## src/dtm_pkg.sv

```systemverilog
package dtm_pkg;
  localparam int CLK_PERIOD_NS = 50;
  localparam int POWERUP_WAIT_US = 100;
  localparam int POWERUP_WAIT_CYC = (POWERUP_WAIT_US * 1000) / CLK_PERIOD_NS;
  localparam int INIT_CYCLES = 8;
  localparam int COUNTER_TEST_PRECHARGE_NS = 50;
  localparam int CPT_CYC = (COUNTER_TEST_PRECHARGE_NS + CLK_PERIOD_NS - 1) / CLK_PERIOD_NS;
  localparam int REFRESH_COLUMN_SETUP_NS = 10;
  localparam int CSR_CYC = (REFRESH_COLUMN_SETUP_NS + CLK_PERIOD_NS - 1) / CLK_PERIOD_NS;
  localparam int RAS_PULSE_NS = 100;
  localparam int RAS_CYC = (RAS_PULSE_NS + CLK_PERIOD_NS - 1) / CLK_PERIOD_NS;
  localparam int RAS_PRECHARGE_NS = 70;
  localparam int RP_CYC = (RAS_PRECHARGE_NS + CLK_PERIOD_NS - 1) / CLK_PERIOD_NS;
  localparam int ADDR_W = 10;
  localparam int DATA_W = 4;
  localparam int CNT_W = 12;
  localparam logic [2:0] OP_READ = 3'h0;
  localparam logic [2:0] OP_EARLY_WRITE = 3'h1;
  localparam logic [2:0] OP_RMW = 3'h2;
  localparam logic [2:0] OP_REFRESH = 3'h3;
  localparam logic [2:0] OP_TEST_ENTER = 3'h4;
  localparam logic [2:0] OP_TEST_EXIT = 3'h5;
  localparam logic [2:0] OP_COUNTER_TEST = 3'h6;
  localparam logic [2:0] OP_MASK_WRITE = 3'h7;
  typedef enum logic [3:0] {
    DTM_IDLE, DTM_RAS_SETUP, DTM_RAS_LOW, DTM_CAS_LOW, DTM_WE_LOW,
    DTM_CBR_CAS, DTM_CBR_RAS, DTM_CPT, DTM_END, DTM_PRECHARGE
  } dtm_state_e;
endpackage

```

## src/dtm_timer_if.sv

```systemverilog
`timescale 1ns/1ps
interface dtm_timer_if;
  logic                   load;
  logic [dtm_pkg::CNT_W-1:0] value;
  logic                   done;
  modport owner (output load, output value, input done);
  modport timer (input load, input value, output done);
endinterface

```

## src/dtm_timer.sv

```systemverilog
`timescale 1ns/1ps
module dtm_timer (
  input wire logic  mclk,
  input wire logic  sys_rst,
  dtm_timer_if.timer tif
);
  logic [dtm_pkg::CNT_W-1:0] cnt_ff;
  logic [dtm_pkg::CNT_W-1:0] nxt_cnt;

  always_comb begin
    if (tif.load) begin
      nxt_cnt = tif.value;
    end else if (cnt_ff != '0) begin
      nxt_cnt = cnt_ff - 1'b1;
    end else begin
      nxt_cnt = cnt_ff;
    end
  end

  always_ff @(posedge mclk or posedge sys_rst) begin
    if (sys_rst) begin
      cnt_ff <= '0;
    end else begin
      cnt_ff <= nxt_cnt;
    end
  end

  // done ignores load so the owner's next-state logic never loops back through it
  assign tif.done = (cnt_ff == '0);
endmodule // dtm_timer

```

## src/dtm_ctrl.sv

```systemverilog
`timescale 1ns/1ps
// Function
// RULE_01: early write lowers write enable before column strobe; device output floats.
// RULE_02: read-modify-write lowers write enable late, after read data sampled.
// RULE_03: other write enable timing gives undefined data; avoided by construction.
// RULE_04: write data held stable across column strobe or write enable fall.
// RULE_05: read data sampled only after column strobe held its access time.
// RULE_06: wait 100 us after reset, then issue eight init refresh cycles.
// RULE_07: init refreshes are column-before-row, so internal counter is usable.
// RULE_08: output enable released before write data is driven in delayed writes.
// RULE_09: test mode compares two bits selected by control address bit zero.
// RULE_10: test entry lowers write enable and column strobe before row strobe.
// RULE_11: in test mode refresh only with reads or test entry cycles.
// RULE_12: in test mode a high read bit means compared bits were equal.
// RULE_13: test exit is column-before-row refresh with write enable high.
// RULE_14: mask write holds mask-select low as row strobe falls.
// RULE_15: mask is driven on data pins at row strobe fall; high bits write.
// RULE_16: counter test holds column strobe precharged at least 50 ns.
// RULE_17: column strobe falls at least 10 ns before row strobe in refresh.
// RULE_18: device takes refresh row from its own counter; address is don't care.
module dtm_ctrl (
  input  wire logic                        mclk,
  input  wire logic                        sys_rst,
  input  wire logic                        req_valid,
  input  wire logic [2:0]                  req_op,
  input  wire logic [dtm_pkg::ADDR_W-1:0]  req_row,
  input  wire logic [dtm_pkg::ADDR_W-1:0]  req_col,
  input  wire logic [dtm_pkg::DATA_W-1:0]  req_wdata,
  input  wire logic [dtm_pkg::DATA_W-1:0]  req_mask,
  output logic                             req_ready,
  output logic                             rsp_valid,
  output logic [dtm_pkg::DATA_W-1:0]       rsp_rdata,
  output logic                             init_done,
  output logic                             test_mode,
  output logic                             ras_n,
  output logic                             cas_n,
  output logic                             mask_select_write_n,
  output logic                             oe_n,
  output logic [dtm_pkg::ADDR_W-1:0]       addr,
  output logic [dtm_pkg::DATA_W-1:0]       mask_data_line_out,
  output logic                             mask_data_line_oe,
  input  wire logic [dtm_pkg::DATA_W-1:0]  mask_data_line_in
);
  dtm_timer_if tif ();
  dtm_timer u_timer (.mclk(mclk), .sys_rst(sys_rst), .tif(tif));

  logic [dtm_pkg::DATA_W-1:0] din_meta_ff;
  logic [dtm_pkg::DATA_W-1:0] din_sync_ff;

  dtm_pkg::dtm_state_e        st_ff, nxt_st;
  logic [2:0]                 op_ff, nxt_op;
  logic [dtm_pkg::ADDR_W-1:0] col_ff, nxt_col;
  logic [dtm_pkg::DATA_W-1:0] wd_ff, nxt_wd;
  logic [3:0]                 init_cnt_ff, nxt_init_cnt;
  logic                       init_ff, nxt_init;
  logic                       pwr_wait_ff, nxt_pwr_wait;
  logic                       test_ff, nxt_test;
  logic                       rdy_ff, nxt_rdy;
  logic                       rv_ff, nxt_rv;
  logic [dtm_pkg::DATA_W-1:0] rd_ff, nxt_rd;
  logic                       ras_ff, nxt_ras;
  logic                       cas_ff, nxt_cas;
  logic                       we_ff, nxt_we;
  logic                       oe_ff, nxt_oe;
  logic [dtm_pkg::ADDR_W-1:0] a_ff, nxt_a;
  logic [dtm_pkg::DATA_W-1:0] dq_ff, nxt_dq;
  logic                       dqoe_ff, nxt_dqoe;
  logic                       tload;
  logic [dtm_pkg::CNT_W-1:0]  tval;
  logic                       boot_ff;

  assign tif.load  = tload;
  assign tif.value = tval;

  // pins sampled through two flops; read data is only taken well after access time
  always_ff @(posedge mclk or posedge sys_rst) begin
    if (sys_rst) begin
      din_meta_ff <= '0;
      din_sync_ff <= '0;
    end else begin
      din_meta_ff <= mask_data_line_in;
      din_sync_ff <= din_meta_ff;
    end
  end

  function automatic logic [dtm_pkg::CNT_W-1:0] cyc(input int n);
    cyc = (dtm_pkg::CNT_W)'(n);
  endfunction

  always_comb begin
    nxt_st = st_ff; nxt_op = op_ff; nxt_col = col_ff; nxt_wd = wd_ff;
    nxt_init_cnt = init_cnt_ff; nxt_init = init_ff; nxt_pwr_wait = pwr_wait_ff;
    nxt_test = test_ff; nxt_rdy = 1'b0; nxt_rv = 1'b0; nxt_rd = rd_ff;
    nxt_ras = ras_ff; nxt_cas = cas_ff; nxt_we = we_ff; nxt_oe = oe_ff;
    nxt_a = a_ff; nxt_dq = dq_ff; nxt_dqoe = dqoe_ff;
    tload = 1'b0; tval = '0;
    case (st_ff)
      dtm_pkg::DTM_IDLE: begin
        if (pwr_wait_ff) begin
          if (tif.done) begin
            nxt_pwr_wait = 1'b0; // RULE_06
          end
        end else if (!init_ff) begin
          nxt_op = dtm_pkg::OP_REFRESH; // RULE_07
          nxt_cas = 1'b0; // RULE_17
          tload = 1'b1; tval = cyc(dtm_pkg::CSR_CYC);
          nxt_st = dtm_pkg::DTM_CBR_CAS;
        end else if (req_valid && !rdy_ff) begin
          nxt_rdy = 1'b1;
          nxt_op = req_op; nxt_col = req_col; nxt_wd = req_wdata;
          nxt_a = req_row; // RULE_18
          tload = 1'b1; tval = cyc(dtm_pkg::CSR_CYC);
          case (req_op)
            dtm_pkg::OP_REFRESH, dtm_pkg::OP_TEST_EXIT, dtm_pkg::OP_COUNTER_TEST: begin
              nxt_cas = 1'b0; // RULE_17
              nxt_we = 1'b1; // RULE_13
              nxt_st = dtm_pkg::DTM_CBR_CAS;
            end
            dtm_pkg::OP_TEST_ENTER: begin
              nxt_cas = 1'b0; // RULE_10
              nxt_we = 1'b0; // RULE_10
              nxt_st = dtm_pkg::DTM_CBR_CAS;
            end
            dtm_pkg::OP_MASK_WRITE: begin
              nxt_we = 1'b0; // RULE_14
              nxt_dq = req_mask; // RULE_15
              nxt_dqoe = 1'b1;
              nxt_st = dtm_pkg::DTM_RAS_SETUP;
            end
            default: begin
              nxt_st = dtm_pkg::DTM_RAS_SETUP;
            end
          endcase
        end
      end
      dtm_pkg::DTM_RAS_SETUP: begin
        nxt_ras = 1'b0; // RULE_14
        nxt_st = dtm_pkg::DTM_RAS_LOW;
      end
      dtm_pkg::DTM_RAS_LOW: begin
        nxt_a = col_ff;
        nxt_we = 1'b1;
        nxt_dqoe = 1'b0;
        if (op_ff == dtm_pkg::OP_EARLY_WRITE || op_ff == dtm_pkg::OP_MASK_WRITE) begin
          nxt_we = 1'b0; // RULE_01
          nxt_dq = wd_ff; // RULE_04
          nxt_dqoe = 1'b1;
        end else begin
          nxt_oe = 1'b0;
        end
        nxt_st = dtm_pkg::DTM_CAS_LOW;
      end
      dtm_pkg::DTM_CAS_LOW: begin
        nxt_cas = 1'b0;
        tload = 1'b1; tval = cyc(dtm_pkg::RAS_CYC);
        nxt_st = dtm_pkg::DTM_WE_LOW;
      end
      dtm_pkg::DTM_WE_LOW: begin
        // two sync flops plus access time fit inside the strobe pulse
        if (tif.done) begin
          if (op_ff == dtm_pkg::OP_READ || op_ff == dtm_pkg::OP_RMW) begin
            nxt_rd = din_sync_ff; // RULE_05 RULE_12
            nxt_rv = 1'b1;
          end
          if (op_ff == dtm_pkg::OP_RMW) begin
            nxt_oe = 1'b1; // RULE_08
            nxt_dq = wd_ff;
            tload = 1'b1; tval = cyc(dtm_pkg::CSR_CYC);
            nxt_st = dtm_pkg::DTM_END;
            nxt_op = dtm_pkg::OP_EARLY_WRITE;
          end else begin
            nxt_st = dtm_pkg::DTM_PRECHARGE;
          end
        end
      end
      dtm_pkg::DTM_END: begin
        // data driven a cycle after buffer release, then write enable falls
        if (!dqoe_ff) begin
          nxt_dqoe = 1'b1;
        end else begin
          nxt_we = 1'b0; // RULE_02 RULE_03 RULE_04
          tload = 1'b1; tval = cyc(dtm_pkg::CSR_CYC);
          nxt_st = dtm_pkg::DTM_WE_LOW;
        end
      end
      dtm_pkg::DTM_CBR_CAS: begin
        if (tif.done) begin
          nxt_ras = 1'b0;
          tload = 1'b1; tval = cyc(dtm_pkg::RAS_CYC);
          nxt_st = dtm_pkg::DTM_CBR_RAS;
        end
      end
      dtm_pkg::DTM_CBR_RAS: begin
        if (tif.done) begin
          nxt_we = 1'b1;
          if (op_ff == dtm_pkg::OP_COUNTER_TEST) begin
            nxt_cas = 1'b1; // RULE_16
            tload = 1'b1; tval = cyc(dtm_pkg::CPT_CYC);
            nxt_op = dtm_pkg::OP_READ;
            nxt_st = dtm_pkg::DTM_CPT;
          end else begin
            if (op_ff == dtm_pkg::OP_TEST_ENTER) begin
              nxt_test = 1'b1; // RULE_09 RULE_11
            end else begin
              nxt_test = 1'b0; // RULE_13
            end
            if (!init_ff) begin
              nxt_init_cnt = init_cnt_ff + 4'h1;
              nxt_init = (init_cnt_ff == 4'(dtm_pkg::INIT_CYCLES - 1)); // RULE_06
            end
            nxt_st = dtm_pkg::DTM_PRECHARGE;
          end
        end
      end
      dtm_pkg::DTM_CPT: begin
        if (tif.done) begin
          nxt_a = col_ff;
          nxt_oe = 1'b0;
          nxt_st = dtm_pkg::DTM_CAS_LOW;
        end
      end
      dtm_pkg::DTM_PRECHARGE: begin
        nxt_ras = 1'b1; nxt_cas = 1'b1; nxt_we = 1'b1; nxt_oe = 1'b1;
        nxt_dqoe = 1'b0;
        if (ras_ff) begin
          if (tif.done) begin
            nxt_st = dtm_pkg::DTM_IDLE;
          end
        end else begin
          tload = 1'b1; tval = cyc(dtm_pkg::RP_CYC);
        end
      end
      default: nxt_st = dtm_pkg::DTM_IDLE;
    endcase
    if (boot_ff) begin
      tload = 1'b1; // RULE_06
      tval  = cyc(dtm_pkg::POWERUP_WAIT_CYC);
    end
  end

  // power-up pause loads once right after reset release
  always_ff @(posedge mclk or posedge sys_rst) begin
    if (sys_rst) begin
      boot_ff <= 1'b1;
    end else begin
      boot_ff <= 1'b0;
    end
  end

  always_ff @(posedge mclk or posedge sys_rst) begin
    if (sys_rst) begin
      st_ff <= dtm_pkg::DTM_IDLE; op_ff <= '0; col_ff <= '0; wd_ff <= '0;
      init_cnt_ff <= '0; init_ff <= 1'b0; pwr_wait_ff <= 1'b1; test_ff <= 1'b0;
      rdy_ff <= 1'b0; rv_ff <= 1'b0; rd_ff <= '0;
      ras_ff <= 1'b1; cas_ff <= 1'b1; we_ff <= 1'b1; oe_ff <= 1'b1;
      a_ff <= '0; dq_ff <= '0; dqoe_ff <= 1'b0;
    end else begin
      st_ff <= boot_ff ? dtm_pkg::DTM_IDLE : nxt_st;
      op_ff <= nxt_op; col_ff <= nxt_col; wd_ff <= nxt_wd;
      init_cnt_ff <= nxt_init_cnt; init_ff <= nxt_init;
      pwr_wait_ff <= boot_ff ? 1'b1 : nxt_pwr_wait; test_ff <= nxt_test;
      rdy_ff <= nxt_rdy; rv_ff <= nxt_rv; rd_ff <= nxt_rd;
      ras_ff <= nxt_ras; cas_ff <= nxt_cas; we_ff <= nxt_we; oe_ff <= nxt_oe;
      a_ff <= nxt_a; dq_ff <= nxt_dq; dqoe_ff <= nxt_dqoe;
    end
  end

  // timer is loaded with the power-up pause on the boot cycle
  assign req_ready           = rdy_ff;
  assign rsp_valid           = rv_ff;
  assign rsp_rdata           = rd_ff;
  assign init_done           = init_ff;
  assign test_mode           = test_ff;
  assign ras_n               = ras_ff;
  assign cas_n               = cas_ff;
  assign mask_select_write_n = we_ff;
  assign oe_n                = oe_ff;
  assign addr                = a_ff;
  assign mask_data_line_out  = dq_ff;
  assign mask_data_line_oe   = dqoe_ff;
endmodule // dtm_ctrl

```

## config.mk

```make
export PLATFORM = sky130hd
export DESIGN_NAME = dtm_ctrl
export DESIGN_NICKNAME = d
export VERILOG_FILES = /design/src/dtm_pkg.sv /design/src/dtm_timer_if.sv /design/src/dtm_timer.sv /design/src/dtm_ctrl.sv
export SDC_FILE = /design/constraint.sdc
export NUM_CORES = 1
export LEC_CHECK = 0
export ABC_AREA = 1
export BUFFER_PORTS_ARGS = -buffer_cell sky130_fd_sc_hd__buf_2
export CORE_UTILIZATION = 35
export DETAILED_ROUTE_END_ITERATION = 7
export SLEW_MARGIN = 20
export SYNTH_ARGS = -nofsm -noshare
export SYNTH_HDL_FRONTEND = slang
export SYNTH_HIERARCHICAL = 1
export SYNTH_SLANG_ARGS = --single-unit
export TNS_END_PERCENT = 30
```

## constraint.sdc

```tcl
create_clock -name mclk -period 5 [get_ports mclk]
set_input_delay 0.25 -clock mclk [delete_from_list [all_inputs] [get_ports mclk]]
set_output_delay 0.25 -clock mclk [all_outputs]
set_load 0.01 [all_outputs]
```

======== After elaboration in Yosys (flattened, before gate mapping) ========
Cells that the tools add are included.
cells by class
  multiplexer cells ....................... 101
  add/subtract/negate cells ............... 2
  bitwise operators ....................... 3
  reduce and logical (&&, ||, !) cells .... 34
  divide/modulo/power cells ............... 0
  equality and inequality tests ........... 45
  $mul .................................... 0
  magnitude comparators ................... 0
  shift operators ......................... 0
operator list
  operator               number
  $mux 4                 19
  $mux 1                 53
  $mux 10                4
  $pmux 4 s10            1
  $mux 12                3
  $pmux 10 s3            1
  $mux 3                 8
  $ne 2x2->1 const B     12
  $eq 3x3->1 const B     7
  $eq 4x3->1 const B     5
  $ne 3x2->1 const B     6
  $ne 3x3->1 const B     5
  $reduce_and 5->1       3
  $pmux 2 s7             1
  $reduce_and 7->1       2
  $logic_not 12->1       1
  $pmux 1 s4             3
  $pmux 4 s3             1
  $reduce_bool 12->1     1
  $reduce_bool 3->1      4
  $reduce_bool 4->1      3
  $sub 12x1->12 const B  1
  $pmux 3 s3             1
  $reduce_and 9->1       1
  29 further kinds       39
storage, ports and cells
  word-level logic and storage cells ...... 207
  latch bits .............................. 0
  memories kept ........................... 0
  bits in read-only memories .............. 0
  bits in writable memories ............... 0
  register bits ........................... 74

======== Longest topological paths before layout ========
  depth in word-level cells ............... 8
  gate-level depth with buffers ........... 19
  depth with buffers taken out ............ 18

======== Hierarchy ========
The synthesis kept the hierarchy.
modules (own cells, without submodules)
  module     cells each  area each (µm²)  sequential area each (µm²)  instances
  dtm_ctrl   417         3,126.7          1,559.0                     1
  dtm_timer  130         875.8            300.3                       1

======== Least setup slack after synthesis ========
Ideal clock, no wire load.
  path kind ............................... reg-to-reg
  start ................................... register u_timer/cnt_ff[0] (netlist name)
  end ..................................... register u_timer/cnt_ff[0] (netlist name)
  path slack .............................. 2.655 ns
  required time ........................... 4.877 ns
  arrival ................................. 2.222 ns
  period minus slack after synthesis ...... 2.345 ns
  setup time .............................. 0.123 ns
  buffers on the path ..................... 1
  stages on the path, launching flop included .. 19
  path through ............................ dfrtp_1 -> inv_1 -> ha_1 -> inv_1 -> nor2_1 -> nand2_2 -> nor2_8 -> nand2_1 -> inv_1 -> inv_1 -> nor3_1 -> nand2_1 -> o22ai_1 -> nor2_1 -> nand2_1 -> buf_2 -> o21ai_0 -> nand2_1 -> o21ai_1
on the way
  longest elaborated chain between the ends .. 5
  elaborated cells on any way between the ends .. 15
  classes of those cells .................. 1 x add/sub; 11 x mux; 3 x reduce/logical
RTL lines
  item                                                 line                                               source
  from (decl)                                          dtm_timer.sv:7                                     logic [dtm_pkg::CNT_W-1:0] cnt_ff;
  from (signal assigned)                               dtm_timer.sv:24                                    cnt_ff <= nxt_cnt;
  $logic_not 12->1 (*)                                 dtm_timer.sv:29                                    assign tif.done = (cnt_ff == '0);
  net tif.done                                         dtm_timer_if.sv:5                                  logic done;
  $mux 1 (on tied branches)                            dtm_ctrl.sv:194, dtm_ctrl.sv:160, dtm_ctrl.sv:187
  $pmux 1 s7 (*)                                       dtm_ctrl.sv:97                                     case (st_ff)
  $mux 1 (*)                                           dtm_ctrl.sv:235                                    if (boot_ff) begin
  net tif.load                                         dtm_timer_if.sv:3                                  logic load;
  $mux 12 / $reduce_bool 2->1 (equally long branches)  -
Mark *: on every way through the listed nets, which the timed path passes. The rest lies on a longest branch. The select of a mux whose other input is x is not followed.
A chain may end at the register's enable or synchronous reset.

======== Worst setup path in the final report ========
  start ................................... register u_timer/cnt_ff[0] (netlist name)
  end ..................................... register u_timer/cnt_ff[5] (netlist name)
The elaborated chain is that of the path after synthesis.

==> run metrics <==
slowest cell delay on critical path=roughly 0.38 ns; peak supply drop=between 0.2 and 0.25 mV; Worst Hold Margin=0.0225 ns; IO buf count=64; sequential cell area=1860 um^2; mean number of vias per cell=~4.7; Fin Setup TNS=0 ns; clock skew=just over 0.005 ns; Top Ports=65; Die X=109 um; commonest non-fill, non-tap cell in the layout=nand2_1; ANT cells=0; Max stage delay cell, worst path=dfrtp_1; vias in the first global route=3590; CP Launch Type=flop; first-pass GRT wire length=approximately 16 mm; num rows=38; critical path peak fanout=15; die height=109 um; area grow syn2layout=19.2%; synth top area cells=dfrtp_1, nand2_1, nand3_1; Placer Congestion=around 0.83; DR WL/cell=~12 um; Max Root-Sink Buffers=2; Design Area, Final=about 4800 um^2; CTS clk-pin slew, worst paths=~0.050 ns; maxcap violations=0; sequential share of the synthesized area=a little under half; FF+latch count, synth=74; Final setup viols=0; antenna-violating nets left=0; Post-Synthesis Cells=approximately 550; Hold Violations, Final=0; final wirelength=about 9.5 mm; Num CTS Buffers=9; Net count, final=approximately 660; GRT Total Usage=between 10% and 20%; most used cell, CP=inv_1; critical-path cell list=inv_1, ha_1, inv_1, nor2_1, nand2_2, nor2_8, nand2_1, inv_1, inv_1, nor3_1, nand2_1, o22ai_1, nor2_1, nand2_1, inv_1, nand3_4, o21ai_0, nor2_1; minimum clock period=~3.2 ns; fin. max-slew vios=0; Highest Clock Rate=around 310 MHz; clk sinks=74; DRT Pass-1 Iters=4; syn avg cell area=7.32 um^2; DR iter-0 viols=183; Setup crit end kind=flop; CP Data Arrival Time=around 3.5 ns; Rel. slew slack=between 40 and 50%; worst hold-check path type=primary input to flop; CP Class=flop to flop; Final HPWL DP=approximately 7.1 mm; CTS Root Cell=clkbuf_16; Leak Pwr=about 2.7 nW; part of the cycle the worst path needs=between 60% and 70%; synthesized area=~4000 um^2; Worst Tran Pin Value=0.772 ns; largest net degree at the start of global routing=between 60 and 70; Synth cell types=33; CTS tree=done; CTS H-tree lvls=3; fillers=between 1000 and 1500; post-synth top area share=between 40 and 50%; cell taking the most area after synthesis=dfrtp_1; Core ar.=between 10000 and 15000 um^2; Die ar.=roughly 12000 um^2; Placed Instance Area=4470 um^2; outcome=finished clean; antenna violations before repair=0; Critical Path RT=between 5 and 6 ns; PD cells=487 nW/um^2; Congestion Overflow GR=0; Initial Util=a little over a third; via count=around 3600; Yosys warning count=6; fraction of layout cells with a size suffix above 1=a little under a fifth; area of the multi-input gates=roughly 1900 um^2; worst skew pair latency=between 0.3 and 0.4 ns; RSZ-0062 raised after global routing=no; number of remaining DRC errors=0; most frequent cells in the layout=nand2_1, dfrtp_1, buf_2
## synthesized netlist by cell type (all sizes together)
library cell	count
o21ai	26
nand4	6
nand3	48
conb	1
a21boi	1
dfrtp	68
clkinv	2
ha	3
xnor2	2
nand3b	3
nand2	263
o22ai	2
buf	7
o21bai	1
dfstp	6
xor2	2
nor3	1
nor2	51
a21oi	4
inv	49
o211ai	1
## report_power, final
group | internal, mW | leakage [nW] | switching [mW] | total, mW
registers | 0.725 | 0.942 | 0.101 | 0.826
clock network | 0.398 | 0.144 | 0.232 | 0.631
logic | 0.282 | 1.60 | 0.584 | 0.866
## final timing paths
path                                          startpoint                            end  slack, ns  cells past startpoint
setup / recovery           u_timer/cnt_ff[0]$_DFFE_PP0P_  u_timer/cnt_ff[5]$_DFFE_PP0P_       1.81                     18
hold / removal                      mask_data_line_in[1]       din_meta_ff[1]$_DFF_PP0_       0.02                      1
setup reg to reg           u_timer/cnt_ff[0]$_DFFE_PP0P_  u_timer/cnt_ff[5]$_DFFE_PP0P_       1.81                     18
hold reg to reg                 din_meta_ff[0]$_DFF_PP0_       din_sync_ff[0]$_DFF_PP0_       0.35                      0
max in group asynchronous                        sys_rst           op_ff[2]$_DFFE_PP0P_       3.79                      4
min in group asynchronous                        sys_rst  u_timer/cnt_ff[9]$_DFFE_PP0P_       0.50                      3
## final cells by class
class,count,share of cell area [%]
Clock buffer,13,5.24
Inverter,51,4.01
Multi-Input combinational cell,419,40.2
Timing Repair Buffer,66,7.08
Sequential cell,74,39.0
Clock inverter,3,0.839
Tap cell,140,3.67
## sequential cells by signal, indices dropped and copies added (netlist names)
signal,cells
rsp_rdata,4
req_ready,1
col_ff,10
din_sync_ff,4
addr,10
ras_n,1
u_timer/cnt_ff,12
rsp_valid,1
op_ff,3
cas_n,1
init_cnt_ff,4
boot_ff,1
din_meta_ff,4
oe_n,1
st_ff,4
init_done,1
pwr_wait_ff,1
mask_data_line_oe,1
mask_select_write_n,1
test_mode,1
mask_data_line_out,4
wd_ff,4
## metal layers
layer,track usage (%),vias to the layer above,wire length (um)
met3,4.36,12,531
met2,29.1,103,4350
li1,-,1859,-
met5,0,-,0
met4,7.34,0,154
met1,22.7,1662,4450
## timing repair
action / in CTS / in global routing
setup buffers: 0 / 0
endpoints found under the hold margin: 12 / 0
resized for setup: 0 / 0
hold buffers: 1 / 0
## worst max-delay path, delay by kind of cell, from the launching register on
kind                     cells  cell delay, ns
AND/OR/NAND/NOR             10            1.47
buffers and inverters        5            0.79
flip-flops                   1            0.38
adder cells (fa/ha/maj)      1            0.19
AO/OA/AOI/OAI                2            0.29
## metrics by stage
| stage | setup WS, ns | std cells | utilization [%] | total power, mW |
|---|---|---|---|---|
| after floorplan | 2.65 | 551 | - | 1.47 |
| after global placement | 2.09 | 749 | 40.7 | 1.69 |
| after detailed placement | 1.89 | 749 | 40.7 | 1.70 |
| after CTS | 1.86 | 766 | 43.4 | 2.35 |
| after global routing | 1.45 | 766 | 43.4 | 2.51 |
| final | 1.81 | 766 | 43.4 | 2.32 |
## cells by family (layout without fill, tap and decap cells)
kind of cell	Yosys count	in the layout	synth area share [%]
other	1	5	0.0937
AO/OA/AOI/OAI	35	35	4.72
XOR/XNOR	4	4	0.875
adder cells (fa/ha/maj)	3	3	0.938
buffers and inverters	58	133	6.00
AND/OR/NAND/NOR	372	372	40.9
flip-flops	74	74	46.5
Note: power is estimated with default switching activity, not from simulation.
